==> src/rjb_params.svh <==
// Purpose: Opcode fields, offsets and constants for the register-jump and load unit
// Assumes: 32-bit instruction words, 64-bit general registers
// Notes:   Definitions only
`ifndef RJB_PARAMS_SVH
`define RJB_PARAMS_SVH
`define RJB_OP_FUNC_GROUP 6'h00
`define RJB_FN_JUMP_REG   6'h08
`define RJB_FN_JUMP_LINK  6'h09
`define RJB_OP_LD_SBYTE   6'h20
`define RJB_OP_LD_UBYTE   6'h24
`define RJB_OP_LD_DWORD   6'h37
`define RJB_OP_LD_COP     4'hd
`define RJB_LINK_OFFSET   64'h0000_0000_0000_0008
`define RJB_LINK_REG_DFLT 5'h1f
`define RJB_OP_MSB        31
`define RJB_SRC_MSB       25
`define RJB_TGT_MSB       20
`define RJB_DST_MSB       15
`define RJB_IMM_MSB       15
`endif

==> src/rjb_pkg.sv <==
// Purpose: Shared types for the register-jump and load unit
// Assumes: Nothing beyond the parameter header
// Notes:   States are Gray coded
package rjb_pkg;
    typedef enum logic [0:0] {
        RJB_ST_IDLE = 1'b0,
        RJB_ST_WAIT = 1'b1
    } rjb_state_t;

    typedef enum logic [2:0] {
        RJB_EXC_NONE      = 3'h0,
        RJB_EXC_TLB_REFIL = 3'h1,
        RJB_EXC_TLB_INVAL = 3'h2,
        RJB_EXC_BUS_ERR   = 3'h3,
        RJB_EXC_ADDR_ERR  = 3'h4,
        RJB_EXC_RESV_INST = 3'h5,
        RJB_EXC_COP_UNUSE = 3'h6
    } rjb_exc_t;

    typedef enum logic [1:0] {
        RJB_LD_SBYTE = 2'h0,
        RJB_LD_UBYTE = 2'h1,
        RJB_LD_DWORD = 2'h2,
        RJB_LD_COP   = 2'h3
    } rjb_load_t;
endpackage

==> src/rjb_byte_lane.sv <==
// Purpose: Pick one byte out of a fetched doubleword and extend it
// Assumes: Address bits are the virtual ones, not the endian-flipped physical ones
// Notes:   Combinational
module rjb_byte_lane #(
    parameter int LANE_BITS = 3
) (
    // Data
    input  wire logic [63:0]          dword_in,
    input  wire logic [LANE_BITS-1:0] addr_in,
    // Mode
    input  wire logic                 big_endian_in,
    input  wire logic                 sign_in,
    // Result
    output logic      [63:0]          value_out
);
    if (LANE_BITS != 2 && LANE_BITS != 3) begin : g_bad_lanes
        $error("rjb_byte_lane: LANE_BITS must be 2 or 3");
    end

    wire logic [LANE_BITS-1:0] lane_idx = addr_in ^ {LANE_BITS{big_endian_in}};
    wire logic [7:0]           lane_byte = dword_in[{3'h0, lane_idx} * 8 +: 8];
    wire logic                 fill_bit  = sign_in & lane_byte[7];

    assign value_out = {{56{fill_bit}}, lane_byte};
endmodule // rjb_byte_lane

==> src/rjb_exec.sv <==
// Purpose: Execute register jumps and byte, doubleword and coprocessor doubleword loads
// Assumes: Operand value of the source/base register arrives with the instruction
// Notes:   One load in flight; instructions offered while busy are ignored
// Functional notes
// - Linked register jump writes its own address plus 8 to the destination.
// - Both jump forms run the delay-slot instruction, then fetch at the target.
// - Only the linked register jump takes its link register from a field.
// - Jump reads its target before the link write, so re-execution works.
// - Misaligned jump target faults at fetch, never on the jump itself.
// - Signed byte load sign-extends the addressed byte into the target register.
// - Unsigned byte load zero-fills the upper bits of the target register.
// - Byte loads raise only refill, invalid and address-error exceptions; the code raises only refill and invalid on them.
// - Doubleword load with any low three address bits set raises address error.
// - Doubleword load writes the aligned 64-bit doubleword unchanged.
// - Doubleword load may raise refill, invalid, bus, address, reserved errors.
// - Coprocessor doubleword load hands data to the unit named by opcode.
// - Coprocessor load raises coprocessor-unusable when its usable bit is clear.
// - Coprocessor load with any low three address bits set raises address error.
`include "rjb_params.svh"
module rjb_exec
    import rjb_pkg::*;
#(
    parameter int LANE_BITS = 3
) (
    // Clock and reset
    input  wire logic        clk_in,
    input  wire logic        resetn_in,
    // Instruction stream
    input  wire logic        instr_valid_in,
    input  wire logic [31:0] instr_in,
    input  wire logic [63:0] pc_in,
    input  wire logic [63:0] src_val_in,
    input  wire logic        slot_exc_in,
    // Mode
    input  wire logic        cpu_big_endian_mode_in,
    input  wire logic        user_endian_flip_in,
    input  wire logic        ext64_en_in,
    input  wire logic [3:0]  cop_usable_in,
    // Data memory answer
    input  wire logic        mem_ack_in,
    input  wire logic [63:0] mem_rdata_in,
    input  wire logic        mem_tlb_refill_in,
    input  wire logic        mem_tlb_invalid_in,
    input  wire logic        mem_bus_err_in,
    // Data memory request
    output logic             busy_out,
    output logic             mem_req_out,
    output logic [63:0]      mem_addr_out,
    output logic             mem_dword_out,
    // General register write
    output logic             gpr_we_out,
    output logic [4:0]       gpr_idx_out,
    output logic [63:0]      gpr_data_out,
    // Coprocessor write
    output logic             cop_we_out,
    output logic [1:0]       cop_num_out,
    output logic [4:0]       cop_reg_out,
    output logic [63:0]      cop_data_out,
    // Exceptions and fetch redirect
    output logic             exc_out,
    output rjb_exc_t         exc_code_out,
    output logic             redirect_out,
    output logic [63:0]      redirect_pc_out,
    output logic             fetch_addr_err_out
);
    if (LANE_BITS != 2 && LANE_BITS != 3) begin : g_bad_lanes
        $error("rjb_exec: LANE_BITS must be 2 or 3");
    end

    rjb_state_t state_r;
    rjb_load_t  kind_r;
    logic [LANE_BITS-1:0] lane_r;
    logic       pend_r;
    logic [63:0] pend_tgt_r;

    // Decode
    wire logic [5:0]  op_f   = instr_in[`RJB_OP_MSB -: 6];
    wire logic [5:0]  fn_f   = instr_in[5:0];
    wire logic [4:0]  rt_f   = instr_in[`RJB_TGT_MSB -: 5];
    wire logic [4:0]  rd_f   = instr_in[`RJB_DST_MSB -: 5];
    wire logic        take   = instr_valid_in && state_r == RJB_ST_IDLE;
    wire logic        is_fg  = op_f == `RJB_OP_FUNC_GROUP;
    wire logic        is_jr  = take && is_fg && fn_f == `RJB_FN_JUMP_REG;
    wire logic        is_jl  = take && is_fg && fn_f == `RJB_FN_JUMP_LINK;
    wire logic        is_lb  = take && op_f == `RJB_OP_LD_SBYTE;
    wire logic        is_lbu = take && op_f == `RJB_OP_LD_UBYTE;
    wire logic        is_ld  = take && op_f == `RJB_OP_LD_DWORD;
    wire logic [1:0]  cop_z  = op_f[1:0];
    // Unit 3 shares its opcode with the doubleword load, so it is not a coprocessor load
    wire logic        is_ldc = take && op_f[5:2] == `RJB_OP_LD_COP && cop_z != 2'h0
                               && op_f != `RJB_OP_LD_DWORD;
    wire logic        is_ldx = is_ld || is_ldc;
    wire logic        is_load = is_lb || is_lbu || is_ldx;

    // Address and checks
    wire logic [63:0] ea = src_val_in
                           + {{48{instr_in[`RJB_IMM_MSB]}}, instr_in[`RJB_IMM_MSB:0]};
    wire logic        mis_dw = ea[2:0] != 3'h0;
    wire logic        ri_err = is_ld && !ext64_en_in;
    wire logic        cu_err = is_ldc && !cop_usable_in[cop_z];
    wire logic        ae_err = is_ldx && mis_dw;
    wire logic        pre_err = ri_err || cu_err || ae_err;
    wire rjb_exc_t    pre_code = ri_err ? RJB_EXC_RESV_INST
                               : cu_err ? RJB_EXC_COP_UNUSE : RJB_EXC_ADDR_ERR;
    // A 32-bit datapath flips only the two low address bits
    wire logic [2:0]  flip3  = {user_endian_flip_in && LANE_BITS == 3, {2{user_endian_flip_in}}};
    wire logic [63:0] phys_ea = is_ldx ? ea : {ea[63:3], ea[2:0] ^ flip3};
    wire rjb_load_t   kind_d = is_lb ? RJB_LD_SBYTE : is_lbu ? RJB_LD_UBYTE
                             : is_ld ? RJB_LD_DWORD : RJB_LD_COP;

    // Memory answer
    wire logic        ack    = state_r == RJB_ST_WAIT && mem_ack_in;
    wire logic        is_byte = kind_r == RJB_LD_SBYTE || kind_r == RJB_LD_UBYTE;
    // Byte loads cannot see a bus error; it is dropped rather than reported
    wire logic        r_bus  = mem_bus_err_in && !is_byte;
    wire logic        r_err  = mem_tlb_refill_in || mem_tlb_invalid_in || r_bus;
    wire rjb_exc_t    r_code = mem_tlb_refill_in ? RJB_EXC_TLB_REFIL
                             : mem_tlb_invalid_in ? RJB_EXC_TLB_INVAL : RJB_EXC_BUS_ERR;
    wire logic [63:0] byte_val;

    rjb_byte_lane #(.LANE_BITS(LANE_BITS)) u_lane (
        .dword_in      (mem_rdata_in),
        .addr_in       (lane_r),
        .big_endian_in (cpu_big_endian_mode_in),
        .sign_in       (kind_r == RJB_LD_SBYTE),
        .value_out     (byte_val)
    );

    // Delay slot: any instruction taken while a jump is pending is the slot
    wire logic slot_done = pend_r && instr_valid_in && !busy_out;
    wire logic slot_kill = pend_r && slot_exc_in;

    always_ff @(posedge clk_in or negedge resetn_in) begin
        if (!resetn_in) begin
            state_r <= RJB_ST_IDLE;
        end else if (is_load && !pre_err) begin
            state_r <= RJB_ST_WAIT;
        end else if (ack) begin
            state_r <= RJB_ST_IDLE;
        end
    end

    always_ff @(posedge clk_in or negedge resetn_in) begin
        if (!resetn_in) begin
            kind_r <= RJB_LD_SBYTE;
            lane_r <= '0;
            cop_num_out <= 2'h0;
            cop_reg_out <= 5'h0;
        end else if (is_load) begin
            kind_r <= kind_d;
            lane_r <= ea[LANE_BITS-1:0];
            cop_num_out <= cop_z;
            cop_reg_out <= rt_f;
        end
    end

    // Jump target is captured from the source before the link is written
    always_ff @(posedge clk_in or negedge resetn_in) begin
        if (!resetn_in) begin
            pend_r <= 1'b0;
            pend_tgt_r <= 64'h0;
        end else if ((is_jr || is_jl) && !pend_r) begin
            pend_r <= 1'b1;
            pend_tgt_r <= src_val_in;
        end else if (slot_done || slot_kill) begin
            pend_r <= 1'b0;
        end
    end

    always_ff @(posedge clk_in or negedge resetn_in) begin
        if (!resetn_in) begin
            redirect_out <= 1'b0;
            redirect_pc_out <= 64'h0;
            fetch_addr_err_out <= 1'b0;
        end else begin
            redirect_out <= slot_done && !slot_kill;
            redirect_pc_out <= slot_done ? pend_tgt_r : redirect_pc_out;
            fetch_addr_err_out <= slot_done && !slot_kill && pend_tgt_r[1:0] != 2'h0;
        end
    end

    always_ff @(posedge clk_in or negedge resetn_in) begin
        if (!resetn_in) begin
            mem_req_out <= 1'b0;
            mem_addr_out <= 64'h0;
            mem_dword_out <= 1'b0;
        end else if (is_load && !pre_err) begin
            mem_req_out <= 1'b1;
            mem_addr_out <= phys_ea;
            mem_dword_out <= is_ldx;
        end else if (ack) begin
            mem_req_out <= 1'b0;
        end
    end

    always_ff @(posedge clk_in or negedge resetn_in) begin
        if (!resetn_in) begin
            gpr_we_out <= 1'b0;
            gpr_idx_out <= 5'h0;
            gpr_data_out <= 64'h0;
            cop_we_out <= 1'b0;
            cop_data_out <= 64'h0;
            exc_out <= 1'b0;
            exc_code_out <= RJB_EXC_NONE;
        end else begin
            gpr_we_out <= is_jl || (ack && !r_err && kind_r != RJB_LD_COP);
            cop_we_out <= ack && !r_err && kind_r == RJB_LD_COP;
            exc_out <= (is_load && pre_err) || (ack && r_err);
            exc_code_out <= (is_load && pre_err) ? pre_code
                          : (ack && r_err) ? r_code : RJB_EXC_NONE;
            if (is_jl) begin
                gpr_idx_out <= rd_f;
                gpr_data_out <= pc_in + `RJB_LINK_OFFSET;
            end else if (is_load) begin
                gpr_idx_out <= rt_f;
            end
            if (ack) begin
                gpr_data_out <= is_byte ? byte_val : mem_rdata_in;
                cop_data_out <= mem_rdata_in;
            end
        end
    end

    assign busy_out = state_r != RJB_ST_IDLE;
endmodule // rjb_exec

==> config.mk <==
export PLATFORM = sky130hd
export DESIGN_NAME = rjb_exec
export DESIGN_NICKNAME = d
export VERILOG_FILES = /design/src/rjb_pkg.sv /design/src/rjb_byte_lane.sv /design/src/rjb_exec.sv
export VERILOG_INCLUDE_DIRS = /design/src
export SDC_FILE = /design/constraint.sdc
export NUM_CORES = 1
export LEC_CHECK = 0
export ABC_CLOCK_PERIOD_IN_PS = 3270
export BUFFER_PORTS_ARGS = -buffer_cell sky130_fd_sc_hd__buf_4
export CAP_MARGIN = 15
export CORE_UTILIZATION = 39
export CTS_CLUSTER_SIZE = 12
export DETAILED_ROUTE_END_ITERATION = 6
export PLACE_DENSITY_LB_ADDON = 0.25
export REMOVE_ABC_BUFFERS = 1
export SYNTH_ARGS = -nofsm -noshare
export SYNTH_HDL_FRONTEND = slang
export SYNTH_SLANG_ARGS = --single-unit
==> constraint.sdc <==
create_clock -name clk_in -period 3.27 [get_ports clk_in]
set_input_delay 0.327 -clock clk_in [delete_from_list [all_inputs] [get_ports clk_in]]
set_output_delay 0.327 -clock clk_in [all_outputs]
set_load 0.01 [all_outputs]
# After elaboration in Yosys (flattened, before gate mapping)
# Index checks and enable logic that the tools add are counted.
# W data, S select, Z words.
[word_totals] reg_bits=348 latch_bits=0 ram_bits=0 mem_bits_ro=0 input_bits=239 out_inout_bits=279 wordCells=114 mem_count=0
[classes] n_addsub=2 mul=0 div=0 n_lt_le_gt_ge=1 eq_ne=10 n_shift=1 muxes=21 bitwise=4 reduce_logical=56
[op_table] operator="$mux W64" count=3
[op_table] operator="$add A64 B4 Y64 const B" count=1
[op_table] operator="$add A64 B64 Y64" count=1
[op_table] operator="$shiftx A64 B7 Y8" count=1
[op_table] operator="$logic_and A1 B1 Y1" count=27
[op_table] operator="$eq A6 B6 Y1 const B" count=3
[op_table] operator="$eq A6 B4 Y1 const B" count=2
[op_table] operator="$logic_or A1 B1 Y1" count=12
[op_table] operator="$mux W2" count=6
[op_table] operator="$reduce_bool A2 Y1" count=6
[op_table] operator="$mux W5" count=2
[op_table] operator="$logic_not A1 Y1" count=8
[op_table] operator="$mux W1" count=7
[op_table] operator="$logic_not A6 Y1" count=1
[op_table] operator="$mux W3" count=2
[op_table] operator="$ne A6 B6 Y1 const B" count=1
[op_table] operator="$xor A3 B3 Y3" count=2
[op_table] operator="$eq A4 B4 Y1 const B" count=1
[op_table] operator="$lt A2 B3 Y1 const B" count=1
[op_table] operator="$reduce_bool A3 Y1" count=1
[op_table] operator="$bmux W1 S2" count=1
[op_table] operator="$eq A2 B1 Y1 const B" count=1
[op_table] operator="$eq A2 B2 Y1 const B" count=1
[op_table] operator="$logic_not A2 Y1" count=1
[op_table] operator="3 further kinds" count=3

# Logic depth before layout (Yosys ltp)
# Gate-level depths: netlist of the first run.
[depth] word_depth=11 depth_mapped=12 mapped_depth_nobuf=12

# Cells and area by module
# A second synthesis of the first run with hierarchy kept.
[unflattened] cells_unflattened=2140 area_unflattened_um2=20437.1
[by_module_without_submodules] module="rjb_exec" n_inst=1 cells_each=1993 area_per_inst_um2=18919.4 seq_area_each_um2=8708.4
[by_module_without_submodules] module="rjb_byte_lane" n_inst=1 cells_each=147 area_per_inst_um2=1517.7 seq_area_each_um2=0.0

# Worst setup path before layout of the first run
# Ideal clock, no wire load.
[synth_timing] path_type="input -> register" startpoint="in instr_in[0]" endpoint="reg mem_addr_out[40]" setup_time_ps=69 t_arrival_ps=2756 t_required_ps=3201 setup_slack_ps=446 stages=12 path_buffers=0 path_cell_list="ha_1 > inv_1 > fa_1 > and2b_1 > o2111ai_1 > a211o_1 > a2111o_1 > nand2_1 > a21o_1 > a21oi_1 > or4_1 > nand3_1"
[synth_via] elab_chain_len=6
[synth_rtl] item="start, declared" line="rjb_exec.sv:30" source="input wire logic [31:0] instr_in,"
[synth_rtl] item="$add A64 B64 Y64 (*)" line="rjb_exec.sv:96" source="wire logic [63:0] ea = src_val_in"
[synth_rtl] item="$reduce_bool A3 Y1" line="rjb_exec.sv:98" source="wire logic mis_dw = ea[2:0] != 3'h0;"
[synth_rtl] item="$logic_and A1 B1 Y1" line="rjb_exec.sv:101" source="wire logic ae_err = is_ldx && mis_dw;"
[synth_rtl] item="$logic_or A1 B1 Y1" line="rjb_exec.sv:102" source="wire logic pre_err = ri_err || cu_err || ae_err;"
[synth_rtl] item="$logic_not A1 Y1" line="rjb_exec.sv:187" source="end else if (is_load && !pre_err) begin"
[synth_rtl] item="$logic_and A1 B1 Y1" line="rjb_exec.sv:187"
[synth_rtl] item="end signal, assigned" line="rjb_exec.sv:189" source="mem_addr_out <= phys_ea;"
[synth_rtl] item="end, declared" line="rjb_exec.sv:48" source="output logic [63:0] mem_addr_out,"
# Every way passes the cells marked *; elsewhere a longest branch is shown, timed or not.
# A chain may end at the register's enable or synchronous reset.

# Final worst setup path of the first run
[layout_timing] startpoint="in src_val_in[0]" endpoint="reg mem_addr_out[40]"
[layout_via] elab_chain_len=6
[layout_rtl] item="start, declared" line="rjb_exec.sv:32" source="input wire logic [63:0] src_val_in,"
[layout_rtl] item="$add A64 B64 Y64 (*)" line="rjb_exec.sv:96"
[layout_rtl] item="$reduce_bool A3 Y1" line="rjb_exec.sv:98"
[layout_rtl] item="$logic_and A1 B1 Y1" line="rjb_exec.sv:101"
[layout_rtl] item="$logic_or A1 B1 Y1" line="rjb_exec.sv:102"
[layout_rtl] item="$logic_not A1 Y1" line="rjb_exec.sv:187"
[layout_rtl] item="$logic_and A1 B1 Y1" line="rjb_exec.sv:187"
# Marks and branches as above.

==> results of run 1 <==
## worst min path at each step
stage               cells past startpoint  slack, ns                   to
finish                                  2       0.02        pend_tgt_r[7]
global route                            2      0.008       pend_tgt_r[33]
CTS                                     3    0.00007     cop_data_out[49]
detailed placement                      1       0.40       pend_tgt_r[34]
global placement                        1       0.38  redirect_pc_out[34]
floorplan                               0       0.03      cop_data_out[0]
## metal layers
layer	wire length [µm]	global-route usage (%)	part of all wire, %
met2	33200	46.1	49
met3	4720	4.69	6.9
met4	2490	10.6	3.7
met5	0	0	0
met1	27600	33.8	41
## cells in the mapped netlist, types with 5 or more instances
master	count
nand2_1	407
dfrtp_1	348
a21oi_1	120
mux2_2	109
nor2_1	102
o21ai_1	92
clkbuf_1	69
ha_1	64
xnor2_1	62
xor2_1	55
o21ai_0	43
nand3_1	41
nand4_1	35
inv_1	31
mux2_1	31
a221oi_1	30
a21o_1	29
nor3_1	28
buf_2	22
and3_1	21
mux4_2	19
o21bai_1	18
a211oi_1	15
a31oi_1	15
o211ai_1	14
buf_4	12
o21a_1	12
and2_1	11
a22oi_1	9
and4_1	9
mux2i_1	9
nand2b_1	8
a311oi_1	7
or3_1	6
a21boi_0	5
a222oi_1	5
buf_1	5
nor4_1	5
o31ai_1	5
## kinds of logic after synthesis
group | count (synthesis) | share of synthesized area [%]
AO/OA/AOI/OAI | 448 | 14.8
AND/OR/NAND/NOR | 693 | 15.9
flip-flops | 348 | 45.6
multiplexers | 168 | 11.0
adder cells (fa/ha/maj) | 65 | 4.30
buffers and inverters | 140 | 3.13
XOR/XNOR | 117 | 5.37
## cell type report
| class | instances | area (µm²) | area share (%) |
|---|---|---|---|
| Clock inverter | 12 | 171 | 0.660 |
| Tap cell | 615 | 769 | 2.96 |
| Inverter | 32 | 120 | 0.462 |
| Antenna cell | 2 | 5.00 | 0.0193 |
| Timing Repair Buffer | 651 | 5180 | 19.9 |
| Clock buffer | 58 | 1150 | 4.43 |
| Sequential cell | 348 | 8710 | 33.5 |
| Multi-Input combinational cell | 1491 | 9870 | 38.0 |
## critical path, stage by stage
cell and delay (ns):
dlygate4sd3_1 0.54, buf_4 0.11, ha_1 0.17, inv_1 0.07, fa_1 0.38, and2b_2 0.25
o2111ai_2 0.14, a211o_1 0.35, a2111o_1 0.46, nand2_1 0.13, a21o_1 0.16, a21oi_1 0.10
or4_1 0.40, nand3_1 0.10
## stage by stage
step / hold slack [ns] / total power (W)
2_1_floorplan: 0.0314 / 0.00805
4_1_cts: 0.0000652 / 0.0156
3_3_place_gp: 0.384 / 0.0108
5_1_grt: 0.00770 / 0.0163
3_5_place_dp: 0.397 / 0.0109
6_report: 0.0238 / 0.0155
## registers in the layout, indices dropped and copies added (netlist names)
name                flops
cop_data_out           64
cop_num_out             2
cop_reg_out             5
cop_we_out              1
exc_code_out            3
exc_out                 1
fetch_addr_err_out      1
gpr_data_out           64
gpr_idx_out             5
gpr_we_out              1
kind_r                  2
lane_r                  3
mem_addr_out           64
mem_dword_out           1
mem_req_out             1
pend_r                  1
pend_tgt_r             64
redirect_out            1
redirect_pc_out        64
## power breakdown
part | switching, W | total, W | internal [W] | leakage (nW)
combinational | 0.00265 | 0.00509 | 0.00244 | 7.69
sequential | 0.000610 | 0.00585 | 0.00524 | 4.55
clock | 0.00182 | 0.00457 | 0.00275 | 0.638
total | 0.00508 | 0.0155 | 0.0104 | 12.9
## cells in the final DEF, fill, tap and decap left out, types with 19 or more instances in the layout
master / synthesis / layout
buf_4: 12 / 572
nand2_1: 407 / 404
dfrtp_1: 348 / 348
a21oi_1: 120 / 118
mux2_2: 109 / 109
nor2_1: 102 / 100
o21ai_1: 92 / 92
dlygate4sd3_1: 0 / 69
ha_1: 64 / 64
xnor2_1: 62 / 60
xor2_1: 55 / 55
o21ai_0: 43 / 43
nand3_1: 41 / 41
clkbuf_16: 0 / 41
nand4_1: 35 / 35
inv_1: 31 / 31
mux2_1: 31 / 31
a221oi_1: 30 / 30
a21o_1: 29 / 29
nor3_1: 28 / 27
and3_1: 21 / 20
mux4_2: 19 / 19
## repair_timing
item	4_1_cts	5_1_grt
setup buffers	0	1
hold endpoints to repair	148	0
gates resized for setup	0	7
hold buffers	69	0
setup endpoints to repair	0	6
==> flow_summary.yaml, run 1 <==
status:
  status: "completed"
timing:
  report.final.hold_viol_count: 0
  max_freq_ghz: 0.313
  final.setup_skew_ns: 0.0236
  worst_slew_margin_rel_pct: 31.8
  timing_worst_slew_pin_value_ns: 1.02
  timing.final.setup_violations: 0
  period_needed_ns: 3.19
  drv_slew: 0
  timing.setup.tns_ns: 0
  final.setup.worst_slack_ns: 0.0791
  timing.final.crit_share_pct: 97.6
finish:
  num-nets-final: 2868
  drive_above_1_share_pct: 30.7
  finish.utilization_pct: 54.1
  layout.filler_cells: 4314
  finish.cell_count_without_fillers: 3209
  finish.instance_area_um2: 26000
  area_growth_syn_to_layout_pct: 36.0
clocking:
  cts_max_path_buffers: 3
  master_cell_of_the_clock_root_buffer: "clkbuf_16"
  tritoncts: "built"
  clk_latency_ns: 0.56
  htree_num_levels: 2
  clkTransAtPathRegs_ns: 0.06
  tritoncts.num_buffers: 40
  clock-sinks: 348
routing:
  detail_route.drc_violations: 0
  post_drt_wl_per_cell_um: 21.2
  drt_pass1_iterations: 5
  vias_per_cell: 5.50
  routed_wire_length_mm: 68.1
  first_iter_violations: 1322
  route.antenna.remaining_nets: 0
  detailroute.via_count: 17639
worst_setup_path:
  endpoint: "mem_addr_out[40]"
  worstRegToRegCells: 9
  path_class: "in2reg"
  timing.rr.end: "mem_addr_out[61]"
  crit_start: "src_val_in[0]"
  worst_setup_path_end_kind: "flop"
  worst_ep_required_time_ns: 3.76
  r2r_setup_slack_ns: 0.47
  critPathLaunchType: "input port"
  worstPathMaxFanout: 4
  worstReg2RegStart: "mem_req_out"
  timing.critical_path.arrival_ns: 3.68
synthesis:
  synth_area_leaders: "dfrtp_1 46%, nand2_1 8.0%, mux2_2 6.4%"
  yosysSeqAreaShare_pct: 45.6
  netlist.top_cell.by_area: "dfrtp_1"
  synth_seq_cells: 348
  synth-warning-count: 0
  number_of_enable_flip_flop_cells_after_synthesis: 0
  ys_types: 74
  syn_avg_cell_area_um2: 9.65
  async_reset_ff_share_pct: 100
  synth_largest_type_area_fraction_pct: 45.6
  prevailing_post_synth_register_cell: "dfrtp_1"
  post_synth_instance_area_um2: 19100
  synthCells: 1979
flow_run:
  max-cap-violations: 0
floorplanning:
  top_level_port_count: 518
  initial_core_utilization_pct: 39.7
  placement_rows: 80
  die_area_um2: 49900
  core_region_area_um2: 48000
  die_w_um: 223
  die-height_um: 223
global_route:
  first_global_vias: 17643
  overflow: 0
  pin_count_of_the_biggest_net_entering_global_routing: 91
  grt_pass1_wl_mm: 104
  gr-usage-all-layers_pct: 26.9
  initial_antenna_violation_count: 2
placement:
  placed_cells: 3067
  place_congestion: 0.929
  placement.setup.worst_slack_ns: 0.0492
  dp_hpwl_mm: 52.0
  post_dp_cell_area_um2: 23900
  numPortBuffers: 510
power:
  p_leak_nw: 12.9
  vdd_drop_max_uv: 486
  cellPowerDensity_nw_per_um2: 597
worst_hold_path:
  worst_hold_startpoint: "src_val_in[7]"
  timing.hold.worst.class: "in2reg"
Power figures use the tool's default switching activity.
==> run 2: changes to the inputs <==
Settings changed: ABC_AREA set to 1, BUFFER_PORTS_ARGS -buffer_cell sky130_fd_sc_hd__buf_4 to -buffer_cell sky130_fd_sc_hd__buf_2.
==> flow_summary.yaml, run 2 <==
status:
  status: "completed"
worst_hold_path:
  hold_path_end: "pend_tgt_r[57]"
  worst_hold_startpoint: "src_val_in[57]"
  holdPathStages: 2
  timing.hold.worst.class: "in2reg"
timing:
  period_needed_ns: 2.48
  fin_worst_hold_slack_ns: 0.0193
  timing.final.setup_violations: 0
  report.final.hold_viol_count: 0
  max_freq_ghz: 0.403
  worst_slew_margin_rel_pct: 51.0
  final.setup_skew_ns: 0.0181
  unrepaired_setup_endpoints_after_global_routing: "no"
  timing_worst_slew_pin_value_ns: 0.734
  final.setup.worst_slack_ns: 0.790
  timing.final.crit_share_pct: 75.8
  drv_slew: 0
power:
  power.switching_fraction_pct: 36.2
  p_leak_nw: 15.9
  logic_gate_share_of_total_power_pct: 31.8
  vdd_drop_max_uv: 357
  clockPowerShare_pct: 30.3
  cellPowerDensity_nw_per_um2: 547
  seqPwrFrac_pct: 37.9
  switching_power_w: 0.00550
  p_int_w: 0.00968
flow_run:
  max-cap-violations: 0
clocking:
  clkTransAtPathRegs_ns: 0.06
  clk_latency_ns: 0.59
  cts_max_path_buffers: 3
  cts.hold.buffers_added: 55
  tritoncts.num_buffers: 40
  htree_num_levels: 2
  cts_resized: 0
  clock-sinks: 348
  master_cell_of_the_clock_root_buffer: "clkbuf_16"
  cts_setup_buffers: 0
  tritoncts: "built"
worst_setup_path:
  worstRegToRegCells: 11
  r2r_setup_slack_ns: 0.79
  worstReg2RegStart: "lane_r[0]"
  worst_ep_required_time_ns: 3.72
  worstPathMaxFanout: 56
  timing.critical_path.arrival_ns: 2.93
  worst_setup_path_end_kind: "flop"
  path_class: "reg2reg"
  timing.rr.end: "gpr_data_out[46]"
  critPathLaunchType: "flop"
routing:
  drt_pass1_iterations: 6
  vias_per_cell: 4.96
  route.antenna.remaining_nets: 0
  first_iter_violations: 1453
  wirelength_met1_mm: 34.7
  detail_route.drc_violations: 0
  wl_met2_mm: 39.2
  top_layer_used_by_detailed_routing: "met5"
  detailroute.via_count: 22539
  post_drt_wl_per_cell_um: 18.5
  met3WireLength_mm: 5.86
  routed_wire_length_mm: 84.1
synthesis:
  synthCells: 3179
  ys_types: 45
  synth-warning-count: 0
  yosysSeqAreaShare_pct: 39.0
  synthTopCellsByCount: "1188 x nand2_1, 434 x inv_1, 348 x dfrtp_1"
  syn_avg_cell_area_um2: 7.03
  prevailing_post_synth_register_cell: "dfrtp_1"
  yosysMostFrequentCell: "nand2_1"
  synth_area_leaders: "dfrtp_1 39%, nand2_1 20%, inv_1 7.3%"
  post_synth_instance_area_um2: 22300
  async_reset_ff_share_pct: 100
  number_of_enable_flip_flop_cells_after_synthesis: 0
  synth_largest_type_area_fraction_pct: 39.0
  netlist.top_cell.by_area: "dfrtp_1"
  synth_seq_cells: 348
global_route:
  pin_count_of_the_biggest_net_entering_global_routing: 97
  gr-usage-all-layers_pct: 28.6
  initial_antenna_violation_count: 9
  overflow: 0
  grt_pass1_wl_mm: 127
  first_global_vias: 21648
floorplanning:
  top_level_port_count: 518
  die_w_um: 241
  placement_rows: 87
  die-height_um: 241
  core_region_area_um2: 56500
  initial_core_utilization_pct: 39.5
  die_area_um2: 58200
placement:
  numPortBuffers: 512
  post_dp_cell_area_um2: 25900
  place_congestion: 0.983
  placed_cells: 4401
  placement.setup.worst_slack_ns: 0.416
  dp_hpwl_mm: 66.6
finish:
  num-nets-final: 4046
  drive_above_1_share_pct: 20.2
  finish.instance_area_um2: 27800
  finish.cell_count_without_fillers: 4542
  layout.cells.most_common: "nand2_1"
  finish.utilization_pct: 49.2
  area_growth_syn_to_layout_pct: 24.3
  commonest_cells_after_routing_fill_and_taps_aside: "1184 x nand2_1, 511 x buf_2, 434 x inv_1"
==> run 2: stage by stage <==
| stage | TNS, ns | power, W |
|---|---|---|
| global route | 0 | 0.0161 |
| detailed placement | 0 | 0.0106 |
| floorplan | -244.29 | 0.00821 |
| global placement | 0 | 0.0105 |
| CTS | 0 | 0.0153 |
| finish | 0 | 0.0152 |
==> run 2: cell families (layout without fill, tap and decap cells) <==
group	Yosys count	in the layout	share of synthesized area, %
XOR/XNOR	64	64	2.54
AND/OR/NAND/NOR	1813	1813	33.2
other	0	15	0
flip-flops	348	348	39.0
AO/OA/AOI/OAI	232	232	5.74
multiplexers	127	127	6.40
adder cells (fa/ha/maj)	65	65	3.67
buffers and inverters	530	1122	9.48
==> run 2: worst max-delay path: stages, from the launching register on <==
cell and delay [ns]:
dfrtp_1 0.39, inv_1 0.10, nand2_1 0.06, nand2_1 0.45, nand2_1 0.10, nand3_1 0.11, nand3_1 0.21, nand4_1 0.20
buf_12 0.27, nand3_1 0.11, nor2_1 0.22, nor2_1 0.06
==> run 2: worst max path at each step <==
stage	from	end	cells past startpoint
2_1_floorplan	mem_req_out	gpr_data_out[10]	5
3_3_place_gp	instr_in[0]	mem_addr_out[56]	12
3_5_place_dp	instr_in[0]	mem_addr_out[56]	12
4_1_cts	lane_r[0]	gpr_data_out[46]	11
5_1_grt	src_val_in[34]	mem_addr_out[60]	14
6_report	lane_r[0]	gpr_data_out[46]	11
==> run 2: area by class of cell <==
cell class	instances	area (µm²)
fill	5895	28700
multi-input combinational	2301	11500
sequential	348	8710
timing repair buffer	610	3570
inverter	441	1660
clock buffer	60	1200
tap	756	946
clock inverter	11	120
antenna	15	37.5
==> run 2: power groups by stage <==
stage	Combinational (W)	Clock [W]	Sequential [W]
after floorplan	0.00196	0	0.00625
after global placement	0.00473	0	0.00577
after detailed placement	0.00475	0	0.00580
after CTS	0.00483	0.00469	0.00574
after global routing	0.00534	0.00485	0.00587
final	0.00483	0.00460	0.00575
==> run 2: layer usage <==
metal | track usage, % | up-vias
met5 | 0 | -
met4 | 14.7 | 4
met3 | 5.12 | 179
met2 | 47.6 | 762
met1 | 35.5 | 10428
li1 | - | 11166
==> run 3: changes to the inputs <==
Settings changed: ABC_CLOCK_PERIOD_IN_PS 3270 to 2500.
Clock period 3.27 ns to 2.5 ns, I/O delays scaled along.
==> flow_summary.yaml, run 3 (same netlist as run 2, synthesis figures left out) <==
finish:
  area_growth_syn_to_layout_pct: 31.3
  num-nets-final: 4210
  commonest_cells_after_routing_fill_and_taps_aside: "1181 x nand2_1, 511 x buf_2, 434 x inv_1"
  finish.utilization_pct: 51.9
  finish.cell_count_without_fillers: 4701
  drive_above_1_share_pct: 21.7
  final-seq-area_um2: 8710
  layout.cells.most_common: "nand2_1"
  multi_input_area_um2: 11500
  layout.filler_cells: 5609
power:
  logic_gate_share_of_total_power_pct: 32.5
  switching_power_w: 0.00728
  power.switching_fraction_pct: 35.8
  vdd_drop_max_uv: 451
  p_int_w: 0.0130
  p_leak_nw: 16.7
  cellPowerDensity_nw_per_um2: 693
  seqPwrFrac_pct: 37.1
  clockPowerShare_pct: 30.4
status:
  violations: "design-rule violations"
  status: "complete, but fails checks"
clocking:
  tritoncts: "built"
  htree_num_levels: 2
  clk_latency_ns: 0.57
  clkTransAtPathRegs_ns: 0.06
  master_cell_of_the_clock_root_buffer: "clkbuf_16"
  cts_max_path_buffers: 3
  clock-sinks: 348
  tritoncts.num_buffers: 41
timing:
  drv_slew: 0
  final.setup_skew_ns: 0.0152
  timing_worst_slew_pin_value_ns: 1.05
  timing.setup.tns_ns: 0
  report.final.hold_viol_count: 0
  worst_slew_margin_rel_pct: 29.7
  period_needed_ns: 2.33
  timing.final.crit_share_pct: 93.2
  max_freq_ghz: 0.429
  fin_worst_hold_slack_ns: 0.0192
  final.setup.worst_slack_ns: 0.171
  unrepaired_setup_endpoints_after_global_routing: "no"
  timing.final.setup_violations: 0
global_route:
  first_global_vias: 22310
  grt_pass1_wl_mm: 130
  overflow: 0
  pin_count_of_the_biggest_net_entering_global_routing: 91
  initial_antenna_violation_count: 11
  gr-usage-all-layers_pct: 29.3
floorplanning:
  initial_core_utilization_pct: 39.5
  core_region_area_um2: 56500
  die_w_um: 241
  top_level_port_count: 518
  die_area_um2: 58200
  die-height_um: 241
  placement_rows: 87
routing:
  top_layer_used_by_detailed_routing: "met5"
  routed_wire_length_mm: 86.4
  vias_per_cell: 4.97
  first_iter_violations: 1667
  drt_pass1_iterations: 7
  route.antenna.remaining_nets: 0
  wl_met2_mm: 40.7
  detailroute.via_count: 23376
  wirelength_met1_mm: 35.5
  met3WireLength_mm: 6.01
  post_drt_wl_per_cell_um: 18.4
  detail_route.drc_violations: 2
worst_hold_path:
  holdPathStages: 3
  timing.hold.worst.class: "in2reg"
worst_setup_path:
  worst_path_max_delay_cell: "dlygate4sd3_1"
  crit_chain: "dlygate4sd3_1, buf_2, ha_1, inv_1, fa_2, inv_1, nand3_1, nand2_2, nand2_1, nand2_1, nand2_1, nand2_1, nand2_1, nand2_1, nand2_1, nand2_1, nand2_1, nand3_1, nand2_1"
  worst_setup_path_end_kind: "flop"
  worstRegToRegCells: 6
  cpLargestDelayFamily: "simple AND/OR/NAND/NOR gates"
  timing.critical_path.depth: 19
  worstPathMaxFanout: 4
  largest_stage_delay_on_the_critical_path_ns: 0.52
  worst_ep_required_time_ns: 2.97
  critPathLaunchType: "input port"
  critical_path.n_buffers_inverters: 4
  path_class: "in2reg"
  critical_path.most_common_cell: "nand2_1"
  timing.critical_path.arrival_ns: 2.79
placement:
  place_congestion: 1.01
  dp_hpwl_mm: 67.9
  placement.setup.worst_slack_ns: 0.0315
  numPortBuffers: 512
  placed_cells: 4486
flow_run:
  max-cap-violations: 0
-- run 3: cell types whose count changed in the layout (fill, tap and decap cells not counted), sizes merged --
cell,previous run,this run
inv,441,443
diode,15,8
clkbuf,60,56
dlygate4sd3,55,133
buf,555,640
clkinv,9,12
bufinv,2,4
-- run 3: final timing paths --
path / from / endpoint / slack, ns
worst max-delay path: src_val_in[0] / mem_addr_out[44] / 0.17
worst min-delay path: pc_in[0] / gpr_data_out[0] / 0.02
worst max register to register: mem_req_out / gpr_data_out[23] / 0.25
worst min register to register: mem_addr_out[42] / mem_addr_out[42] / 0.47
max in group asynchronous: resetn_in / pend_tgt_r[9] / 1.51
min in group asynchronous: resetn_in / cop_data_out[44] / 0.21
-- run 3: per-layer routing --
layer,track usage (%),vias up
met5,0,-
met4,13.8,6
met3,5.63,190
met2,49.4,853
met1,36.0,10860
li1,-,11467
-- run 3: layout make-up --
cell class	instances	area share (%)
clock buffer	56	3.94
tap	756	3.22
sequential	348	29.7
antenna	8	0.0682
clock inverter	18	0.708
multi-input combinational	2301	39.3
timing repair buffer	773	17.4
inverter	441	5.65
-- run 3: timing repair --
item / in CTS / in global routing
endpoints found under the hold margin: 183 / 0
hold buffers: 133 / 0
setup endpoints to repair: 0 / 6
buffers inserted: 0 / 0
resized for setup: 0 / 4
-- run 3: per-stage QoR --
step	cell area (µm²)	power, W
after floorplan	21900	0.0107
after global placement	26600	0.0140
after detailed placement	26600	0.0140
after CTS	29300	0.0204
after global routing	29300	0.0215
final	29300	0.0203
-- run 3: tightest hold or removal path: stages --
cell and delay (ns):
buf_2 0.08, o21ai_0 0.07, a21oi_1 0.14
-- run 3: power groups by stage --
stage               Clock, W  Combinational (W)  Sequential (W)
finish               0.00617            0.00662         0.00754
global route         0.00651            0.00727         0.00768
CTS                  0.00627            0.00661         0.00753
detailed placement         0            0.00642         0.00760
global placement           0            0.00637         0.00758
floorplan                  0            0.00257         0.00817
